### config.mk
export PLATFORM = sky130hd
export DESIGN_NAME = pild_top
export DESIGN_NICKNAME = d
export VERILOG_FILES = /design/src/include/pild_pkg.sv /design/src/rtl/pild_lane.sv /design/src/rtl/pild_top.sv
export VERILOG_INCLUDE_DIRS = /design/src /design/src/include
export SDC_FILE = /design/constraint.sdc
export NUM_CORES = 1
export LEC_CHECK = 0
export ABC_AREA = 1
export BUFFER_PORTS_ARGS = -buffer_cell sky130_fd_sc_hd__buf_4
export CAP_MARGIN = 10
export CORE_MARGIN = 5
export CORE_UTILIZATION = 60
export DETAILED_ROUTE_END_ITERATION = 7
export PLACE_DENSITY = 0.95
export SYNTH_ARGS = -nofsm -noshare
export SYNTH_HDL_FRONTEND = slang
export SYNTH_HIERARCHICAL = 1
export SYNTH_SLANG_ARGS = --single-unit
export TNS_END_PERCENT = 1
### constraint.sdc
create_clock -name clock_i -period 3.1 [get_ports clock_i]
set_input_delay 0.62 -clock clock_i [delete_from_list [all_inputs] [get_ports clock_i]]
set_output_delay 0.62 -clock clock_i [all_outputs]
set_load 0.02 [all_outputs]
### src/include/pild_defs.svh
// constants for the post-increment load/store decoder
`ifndef PILD_DEFS_SVH
`define PILD_DEFS_SVH

// ****************************************************************
// opcodes and function codes
// ****************************************************************
`define PILD_OPC_LD_IMM    7'h0b
`define PILD_OPC_CUSTOM    7'h2b
`define PILD_F3_REG        3'h3
`define PILD_F3_LB         3'h0
`define PILD_F3_LBU        3'h4
`define PILD_F3_LH         3'h1
`define PILD_F3_LHU        3'h5
`define PILD_F3_LW         3'h2
`define PILD_F3_SB         3'h0
`define PILD_F3_SH         3'h1
`define PILD_F3_SW         3'h2

// ****************************************************************
// upper function field layout for the register forms
// ****************************************************************
`define PILD_F7_TOP_HI     6
`define PILD_F7_TOP_LO     5
`define PILD_F7_STORE_BIT  4
`define PILD_F7_UNS_BIT    3
`define PILD_F7_IDX_BIT    2
`define PILD_F7_SIZE_HI    1
`define PILD_F7_SIZE_LO    0
`define PILD_F3_UNS_BIT    2

// ****************************************************************
// instruction fields
// ****************************************************************
`define PILD_OPC_HI        6
`define PILD_OPC_LO        0
`define PILD_RD_HI         11
`define PILD_RD_LO         7
`define PILD_F3_HI         14
`define PILD_F3_LO         12
`define PILD_RS1_HI        19
`define PILD_RS1_LO        15
`define PILD_F7_HI         31
`define PILD_F7_LO         25
`define PILD_IMM_HI        31
`define PILD_IMM_LO        20

// ****************************************************************
// byte enables and reset values
// ****************************************************************
`define PILD_BE_BYTE       4'h1
`define PILD_BE_HALF       4'h3
`define PILD_BE_WORD       4'hf
`define PILD_RST_WORD      32'h0000_0000
`define PILD_RST_IDX       5'h00

`endif

### src/include/pild_pkg.sv
// types shared by the post-increment load/store decoder
package pild_pkg;

    typedef enum logic [1:0] {
        PILD_SZ_BYTE = 2'h0,
        PILD_SZ_HALF = 2'h1,
        PILD_SZ_WORD = 2'h2
    } pild_size_type;

    // gray along idle -> request -> wait; wait -> idle flips both bits
    typedef enum logic [1:0] {
        PILD_ST_IDLE = 2'h0,
        PILD_ST_REQ  = 2'h1,
        PILD_ST_WAIT = 2'h3
    } pild_state_type;

endpackage

### src/rtl/pild_lane.sv
// byte lane steering for stores and extension for loads
`timescale 1ns/1ps
`include "pild_defs.svh"

module pild_lane
    import pild_pkg::*;
(
    input  wire pild_size_type size_i,
    input  wire logic          uns_i,
    input  wire logic [1:0]    addr_lo_i,
    input  wire logic [31:0]   sdata_i,
    input  wire logic [31:0]   rdata_i,
    output logic      [3:0]    be_o,
    output logic      [31:0]   wdata_o,
    output logic      [31:0]   ldata_o
);
    wire [4:0]  shift_w  = {addr_lo_i, 3'h0};
    wire [31:0] rsh_w    = rdata_i >> shift_w;
    wire        bsign_w  = ~uns_i & rsh_w[7];
    wire        hsign_w  = ~uns_i & rsh_w[15];
    wire [31:0] lb_w     = {{24{bsign_w}}, rsh_w[7:0]};
    wire [31:0] lh_w     = {{16{hsign_w}}, rsh_w[15:0]};
    wire [3:0]  be_b_w   = `PILD_BE_BYTE << addr_lo_i;
    wire [3:0]  be_h_w   = `PILD_BE_HALF << {addr_lo_i[1], 1'b0};

    // loads: extended by size and signedness
    assign ldata_o = (size_i == PILD_SZ_BYTE) ? lb_w :
                     (size_i == PILD_SZ_HALF) ? lh_w : rdata_i;
    // stores: low byte or half of the source replicated across the lanes; words pass through unchanged
    assign wdata_o = (size_i == PILD_SZ_BYTE) ? {4{sdata_i[7:0]}} :
                     (size_i == PILD_SZ_HALF) ? {2{sdata_i[15:0]}} :
                     sdata_i;
    assign be_o    = (size_i == PILD_SZ_BYTE) ? be_b_w :
                     (size_i == PILD_SZ_HALF) ? be_h_w : `PILD_BE_WORD;
endmodule

### src/rtl/pild_top.sv
// post-increment and indexed load/store decode and execution
//
// Functional notes
// - access at old base, then write back increment
// - base from register; offset immediate or register
// - instructions exist only when extension enabled
// - same register: loaded data beats increment
// - immediate post-inc load, base += sext imm
// - register post-inc load, base += second source
// - immediate post-inc store, base += sext imm
// - register post-inc store, base += third source
// - immediate loads: opcode 0x0b, funct3 variants
// - register post-inc loads: opcode 0x2b, funct3 3
// - indexed loads at base plus rs2, no update
// - immediate stores: opcode 0x2b, split offset
// - register post-inc stores, third source bits 11:7
// - indexed stores at base plus third source
`timescale 1ns/1ps
`include "pild_defs.svh"

module pild_top
    import pild_pkg::*;
#(
    parameter int CUSTOM_EXT_ENABLE = 1
)(
    input  wire logic        clock_i,
    input  wire logic        arst_n_i,
    input  wire logic        instr_valid_i,
    input  wire logic [31:0] instr_i,
    input  wire logic [31:0] rs1_value_i,
    input  wire logic [31:0] rs2_value_i,
    input  wire logic [31:0] rs3_value_i,
    output logic             instr_ready_o,
    output logic             illegal_o,
    output logic             fault_o,
    output logic             mem_req_o,
    output logic             mem_we_o,
    output logic      [31:0] mem_addr_o,
    output logic      [3:0]  mem_be_o,
    output logic      [31:0] mem_wdata_o,
    input  wire logic        mem_gnt_i,
    input  wire logic        mem_rvalid_i,
    input  wire logic        mem_err_i,
    input  wire logic [31:0] mem_rdata_i,
    output logic             rf_ld_en_o,
    output logic      [4:0]  rf_ld_idx_o,
    output logic      [31:0] rf_ld_data_o,
    output logic             rf_inc_en_o,
    output logic      [4:0]  rf_inc_idx_o,
    output logic      [31:0] rf_inc_data_o
);
    // refused at elaboration: the enable is a strict on/off switch
    if (CUSTOM_EXT_ENABLE != 0 && CUSTOM_EXT_ENABLE != 1) begin
        $error("CUSTOM_EXT_ENABLE must be 0 or 1");
    end

    // ************************************************************
    // decode
    // ************************************************************
    wire [6:0] opc_w = instr_i[`PILD_OPC_HI:`PILD_OPC_LO];
    wire [2:0] f3_w  = instr_i[`PILD_F3_HI:`PILD_F3_LO];
    wire [6:0] f7_w  = instr_i[`PILD_F7_HI:`PILD_F7_LO];
    wire [4:0] rd_w  = instr_i[`PILD_RD_HI:`PILD_RD_LO];
    wire [4:0] b_w   = instr_i[`PILD_RS1_HI:`PILD_RS1_LO];

    // immediate loads: funct3 000/100/001/101/010
    wire ld_imm_w = (opc_w == `PILD_OPC_LD_IMM) &&
        (f3_w == `PILD_F3_LB || f3_w == `PILD_F3_LBU ||
         f3_w == `PILD_F3_LH || f3_w == `PILD_F3_LHU ||
         f3_w == `PILD_F3_LW);
    // immediate stores: funct3 000/001/010
    wire st_imm_w = (opc_w == `PILD_OPC_CUSTOM) &&
        (f3_w == `PILD_F3_SB || f3_w == `PILD_F3_SH ||
         f3_w == `PILD_F3_SW);
    // register forms share one upper-field layout
    wire f7_st_w  = f7_w[`PILD_F7_STORE_BIT];
    wire f7_un_w  = f7_w[`PILD_F7_UNS_BIT];
    wire f7_ix_w  = f7_w[`PILD_F7_IDX_BIT];
    wire [1:0] f7_sz_w = f7_w[`PILD_F7_SIZE_HI:`PILD_F7_SIZE_LO];
    wire reg_w = (opc_w == `PILD_OPC_CUSTOM) &&
        (f3_w == `PILD_F3_REG) &&
        (f7_w[`PILD_F7_TOP_HI:`PILD_F7_TOP_LO] == 2'h0) &&
        (f7_sz_w != 2'h3) &&
        !(f7_un_w && (f7_st_w || f7_sz_w == 2'h2));
    // whole family gated by the extension switch
    wire en_w    = (CUSTOM_EXT_ENABLE == 1);
    wire legal_w = en_w && (ld_imm_w || st_imm_w || reg_w);
    wire take_w  = instr_valid_i && instr_ready_o;

    wire                is_st_w  = st_imm_w || (reg_w && f7_st_w);
    wire                is_idx_w = reg_w && f7_ix_w;
    wire                uns_w    = reg_w ? f7_un_w :
                                   f3_w[`PILD_F3_UNS_BIT];
    wire pild_size_type size_w   = reg_w ? pild_size_type'(f7_sz_w) :
                                   pild_size_type'(f3_w[1:0]);
    wire [11:0] ld_imm12_w = instr_i[`PILD_IMM_HI:`PILD_IMM_LO];
    wire [11:0] st_imm12_w = {f7_w, rd_w};
    // offset: sext immediate, rs2 for loads, rs3 for stores
    wire [31:0] off_w = ld_imm_w ? {{20{ld_imm12_w[11]}}, ld_imm12_w} :
                        st_imm_w ? {{20{st_imm12_w[11]}}, st_imm12_w} :
                        f7_st_w  ? rs3_value_i : rs2_value_i;
    wire [31:0] sum_w  = rs1_value_i + off_w;
    // post-inc forms use the untouched base
    wire [31:0] ea_w   = is_idx_w ? sum_w : rs1_value_i;

    // ************************************************************
    // captured instruction
    // ************************************************************
    pild_state_type state_r;
    pild_size_type  size_r;
    logic           uns_r;
    logic           is_ld_r;
    logic           is_inc_r;
    logic [4:0]     rd_r;
    logic [31:0]    off_r;
    logic [3:0]     be_w;
    logic [31:0]    wdata_w;
    logic [31:0]    ldata_w;

    pild_lane u_st_lane (
        .size_i    (size_w),
        .uns_i     (uns_w),
        .addr_lo_i (ea_w[1:0]),
        .sdata_i   (rs2_value_i),
        .rdata_i   (mem_rdata_i),
        .be_o      (be_w),
        .wdata_o   (wdata_w),
        .ldata_o   ()
    );

    pild_lane u_ld_lane (
        .size_i    (size_r),
        .uns_i     (uns_r),
        .addr_lo_i (mem_addr_o[1:0]),
        .sdata_i   (`PILD_RST_WORD),
        .rdata_i   (mem_rdata_i),
        .be_o      (),
        .wdata_o   (),
        .ldata_o   (ldata_w)
    );

    // ************************************************************
    // completion
    // ************************************************************
    wire done_w   = (state_r == PILD_ST_WAIT) && mem_rvalid_i;
    // faulting access changes no register
    wire ok_w     = done_w && !mem_err_i;
    wire ld_wr_w  = ok_w && is_ld_r && (rd_r != 5'h00);
    // loaded data wins a shared destination
    wire inc_wr_w = ok_w && is_inc_r &&
                    (rf_inc_idx_o != 5'h00) &&
                    !(is_ld_r && rd_r == rf_inc_idx_o);

    always_ff @(posedge clock_i or negedge arst_n_i) begin
        if (!arst_n_i) begin
            state_r       <= PILD_ST_IDLE;
            instr_ready_o <= 1'b1;
            mem_req_o     <= 1'b0;
        end else begin
            case (state_r)
                PILD_ST_IDLE: begin
                    if (take_w && legal_w) begin
                        state_r       <= PILD_ST_REQ;
                        instr_ready_o <= 1'b0;
                        mem_req_o     <= 1'b1;
                    end
                end
                PILD_ST_REQ: begin
                    if (mem_gnt_i) begin
                        state_r   <= PILD_ST_WAIT;
                        mem_req_o <= 1'b0;
                    end
                end
                PILD_ST_WAIT: begin
                    if (mem_rvalid_i) begin
                        state_r       <= PILD_ST_IDLE;
                        instr_ready_o <= 1'b1;
                    end
                end
                default: begin
                    state_r       <= PILD_ST_IDLE;
                    instr_ready_o <= 1'b1;
                    mem_req_o     <= 1'b0;
                end
            endcase
        end
    end

    // capture; address and offset held until the next legal instruction
    always_ff @(posedge clock_i or negedge arst_n_i) begin
        if (!arst_n_i) begin
            size_r       <= PILD_SZ_WORD;
            uns_r        <= 1'b0;
            is_ld_r      <= 1'b0;
            is_inc_r     <= 1'b0;
            rd_r         <= `PILD_RST_IDX;
            off_r        <= `PILD_RST_WORD;
            mem_we_o     <= 1'b0;
            mem_addr_o   <= `PILD_RST_WORD;
            mem_be_o     <= 4'h0;
            mem_wdata_o  <= `PILD_RST_WORD;
            rf_inc_idx_o <= `PILD_RST_IDX;
        end else if (take_w && legal_w) begin
            size_r       <= size_w;
            uns_r        <= uns_w;
            is_ld_r      <= !is_st_w;
            is_inc_r     <= !is_idx_w;
            rd_r         <= rd_w;
            off_r        <= off_w;
            mem_we_o     <= is_st_w;
            mem_addr_o   <= ea_w;
            mem_be_o     <= is_st_w ? be_w : `PILD_BE_WORD;
            mem_wdata_o  <= wdata_w;
            rf_inc_idx_o <= b_w;
        end
    end

    // one-cycle result pulses
    always_ff @(posedge clock_i or negedge arst_n_i) begin
        if (!arst_n_i) begin
            illegal_o     <= 1'b0;
            fault_o       <= 1'b0;
            rf_ld_en_o    <= 1'b0;
            rf_ld_idx_o   <= `PILD_RST_IDX;
            rf_ld_data_o  <= `PILD_RST_WORD;
            rf_inc_en_o   <= 1'b0;
            rf_inc_data_o <= `PILD_RST_WORD;
        end else begin
            illegal_o     <= take_w && !legal_w;
            fault_o       <= done_w && mem_err_i;
            rf_ld_en_o    <= ld_wr_w;
            rf_ld_idx_o   <= rd_r;
            rf_ld_data_o  <= ldata_w;
            // second register-file update
            rf_inc_en_o   <= inc_wr_w;
            rf_inc_data_o <= mem_addr_o + off_r;
        end
    end
endmodule

==> results.md <==
Route:
- The average wire per standard cell is 19.7 microns.
- The DRC marker count from the first detailed-route iteration is between 1000 and 1500.
- Wires add up to 48500 microns.
- The count of TritonRoute iterations in the first routing pass is 7.
- The count of nets left with antenna violations once routing finished came out at 0.
- Summing over every cut layer, the via total after detailed routing is between 10000 and 15000.
- For this run, design rule violations remaining after detail routing come to 0.
- In the routed layout, each cell is associated on average with a via count of between 5 and 6.

CTS:
- CTS built an H-tree with a depth of 4.
- The clock tree from TritonCTS is yes.
- After clock tree synthesis, the flow added hold-fix buffers numbering 0.
- The clock latency on the worst-skew pair is 0.45 ns.
- In this run the deepest clock path goes through 2 buffers.
- The clock sink count is 193.
- Clock tree synthesis inserted a total of 17 buffers.
- In this run the clock root is driven by a sky130_fd_sc_hd__clkbuf_16.
- Clock-pin slew was measured on the worst setup and hold paths at ~0.090 ns.

Setup path:
- STA classifies the critical path endpoint as a register.
- The most numerous cell type found on the critical path is sky130_fd_sc_hd__inv_1.
- The kind of critical path is in -> reg.
- The critical path contains buffers and inverters numbering 7 combined.
- The capture point of the worst path is mem_addr_o[10]$_DFFE_PN0P_.
- The origin of the critical flop-to-flop path is mem_addr_o[1]$_DFFE_PN0P_.
- The worst stage delay on the critical path is 0.40 ns.
- On the critical path, the stage with the largest delay is an instance of sky130_fd_sc_hd__fa_2.
- The family of cells with the greatest summed delay on the critical path is compound AO/OA/AOI/OAI gates.
- Setup slack on the worst reg-to-reg path comes out at 0.32 ns.
- STA puts the critical path data required time at ~3.4 ns.
- The number of cells on the critical path is 22.
- The worst setup path is launched from an input port.
- Traced cell by cell, the critical path runs through buf_4 -> inv_1 -> nand2_2 -> nor2_4 -> nand3_4 -> inv_4 -> nand2_1 -> o311ai_0 -> o21ai_1 -> inv_1 -> ha_2 -> inv_1 -> fa_2 -> nand3b_1 -> nand2_2 -> a21boi_4 -> o21ai_2 -> buf_6 -> buf_4 -> o21ai_0 -> a21oi_1 -> o21ai_1.
- In this run the worst path has a maximum fanout of 4.
- In this run the critical register-to-register path is captured at rf_inc_data_o[24]$_DFF_PN0_.
- For the worst setup path, the data arrival time is 3.42 ns.
- The critical path startpoint is instr_i[4].
- The number of cells on the worst reg-to-reg path is 8.

Final layout:
- The repair_antennas step left the layout with diodes totalling 0.
- The final standard cell utilization of the core is 81.4%.
- In the layout the commonest cells are sky130_fd_sc_hd__nand2_1, sky130_fd_sc_hd__buf_4, sky130_fd_sc_hd__dfrtp_1.
- In the final layout, the share of cells above drive strength 1 is between 20% and 30%.
- The final layout net count is 2404.
- With fillers left out, the area of the finished cells amounts to 17000 sq um.
- For this run, the number of standard cells in the final layout without fillers is 2462.
- The leading cell type in the layout, fill and taps excluded is sky130_fd_sc_hd__nand2_1.
- The area growth from synthesis to final layout is 34.7%.

Timing:
- The sum of negative setup slack is 0 ns.
- The routed design could run at a clock period as short as approximately 3 ns.
- Of the available clock period, the critical path in the final layout requires 99.5%.
- The relative slew slack is 52.3%.
- At the pin with the least slew margin, the transition time is 0.716 ns.
- The final hold violation count is 0.
- Setup repair after global routing could not meet its margin everywhere.
- The final setup violation count is 0.
- The timing-limited maximum frequency is 0.324 GHz.
- The clock skew after layout is between 0.015 and 0.02 ns.
- The final count of pins violating max slew is 0.

Pwr:
- The total leakage power is 9.39 nW.
- The total power per unit cell area is 516 nW/um^2.
- The worst ir drop on vdd is 372 uV.
- The overall power of the completed layout is between 8 and 9 mW.

Synthesis:
- The post-synthesis net count is 1990.
- The cell count after synthesis is about 1800.
- The post-synthesis instance area is 12600 sq um.
- For this run, the number of Yosys warnings is 6.
- Each instance of the synthesized netlist takes up on average 7.18 sq um.

Place:
- In this run, placement finished with an instance count of 2421.
- Routability-driven placement finished with a final weighted congestion of 0.966.
- Once placement finished, the instance area stood at around 16000 sq um.
- In this run the tool buffered the top-level ports with 314 buffer cells.
- Detailed placement ended at an HPWL of 36800 microns.

Min path:
- The path type of the worst min-delay path is in -> async.

Global routing:
- Global routing used 38.6% of the available tracks.
- The total congestion overflow is 0.
- The first global-routing pass estimated 73800 microns of wire.
- The via count of the first global-routing pass is between 10000 and 15000.
- The number of antenna violations at the first check in global routing is 0.
- Entering global routing, the biggest net connects 86 pins.

Die:
- The die covers 24000 sq um.
- The die extent in y is between 150 and 200 microns.
- The core region area is 20900 sq um.
- Once the floorplan was initialized, standard cells occupied 60.5% of the core.
- The die boundary width is 155 microns.
- The standard-cell row count is 53.
- Pin placement for this block handled 315 I/O pins.

Flow run:
- The total of max-cap violations is 0.

Status:
- The run finished with clean final reports.
[power by group]
| group | switching, mW | internal, mW | leakage [nW] |
|---|---|---|---|
| registers | 0.257 | 2.93 | 2.54 |
| clock network | 1.21 | 1.19 | 0.303 |
| logic | 1.86 | 1.33 | 6.54 |
[sequential cells by signal (all words and copies together), names as in the netlist, 4 cells and up]
| register | cells |
|---|---|
| off_r | 32 |
| rf_ld_data_o | 32 |
| mem_be_o | 4 |
| rf_inc_idx_o | 5 |
| mem_addr_o | 32 |
| rf_inc_data_o | 32 |
| rf_ld_idx_o | 5 |
| mem_wdata_o | 32 |
| rd_r | 5 |
[layout make-up]
type,instances,area [sq um]
Timing Repair Buffer,463,3600
Clock buffer,17,425
Inverter,134,513
Clock inverter,15,198
Multi-Input combinational cell,1365,7100
Sequential cell,193,4830
Fill cell,1310,3880
Tap cell,275,344
[through the flow]
stage / setup slack [ns] / hold slack, ns
floorplan: 0.0204 / 0.324
global placement: -0.420 / 0.401
detailed placement: -0.489 / 0.411
CTS: -0.0101 / 0.230
global route: -0.224 / 0.265
finish: 0.0146 / 0.191
[timing repair]
| action | CTS | global route |
|---|---|---|
| gates resized for setup | 3 | 81 |
| endpoints found under the setup margin | 3 | 27 |
| buffers inserted | 0 | 9 |
| pin swaps | 2 | 15 |
[worst min path at each step]
stage	from	to	slack, ns	depth (start not counted)
4_1_cts	arst_n_i	rd_r[0]$_DFFE_PN0P_	0.23	1
3_5_place_dp	rd_r[3]$_DFFE_PN0P_	rf_ld_idx_o[3]$_DFF_PN0_	0.41	0
5_1_grt	arst_n_i	rf_ld_idx_o[1]$_DFF_PN0_	0.27	1
2_1_floorplan	arst_n_i	fault_o$_DFF_PN0_	0.32	0
6_report	arst_n_i	rd_r[0]$_DFFE_PN0P_	0.19	1
3_3_place_gp	rd_r[3]$_DFFE_PN0P_	rf_ld_idx_o[3]$_DFF_PN0_	0.40	0
[routing by layer]
layer	GRT usage (%)	vias to the layer above	share of wire (%)
li1	-	6530	-
met1	48.4	6742	37
met5	0	-	0
met3	9.40	219	11
met4	18.2	0	5.4
met2	63.2	1053	46
[worst reg2reg max path: stages (launching register included)]
cell and delay (ns):
sky130_fd_sc_hd__dfrtp_1 0.61, sky130_fd_sc_hd__inv_1 0.19, sky130_fd_sc_hd__fa_1 0.50, sky130_fd_sc_hd__o21ai_2 0.30
sky130_fd_sc_hd__a21boi_1 0.19, sky130_fd_sc_hd__o21ai_0 0.41, sky130_fd_sc_hd__nand3_1 0.14, sky130_fd_sc_hd__nand3_1 0.18
sky130_fd_sc_hd__xor2_1 0.20
Note: power is estimated with default switching activity, not from simulation.
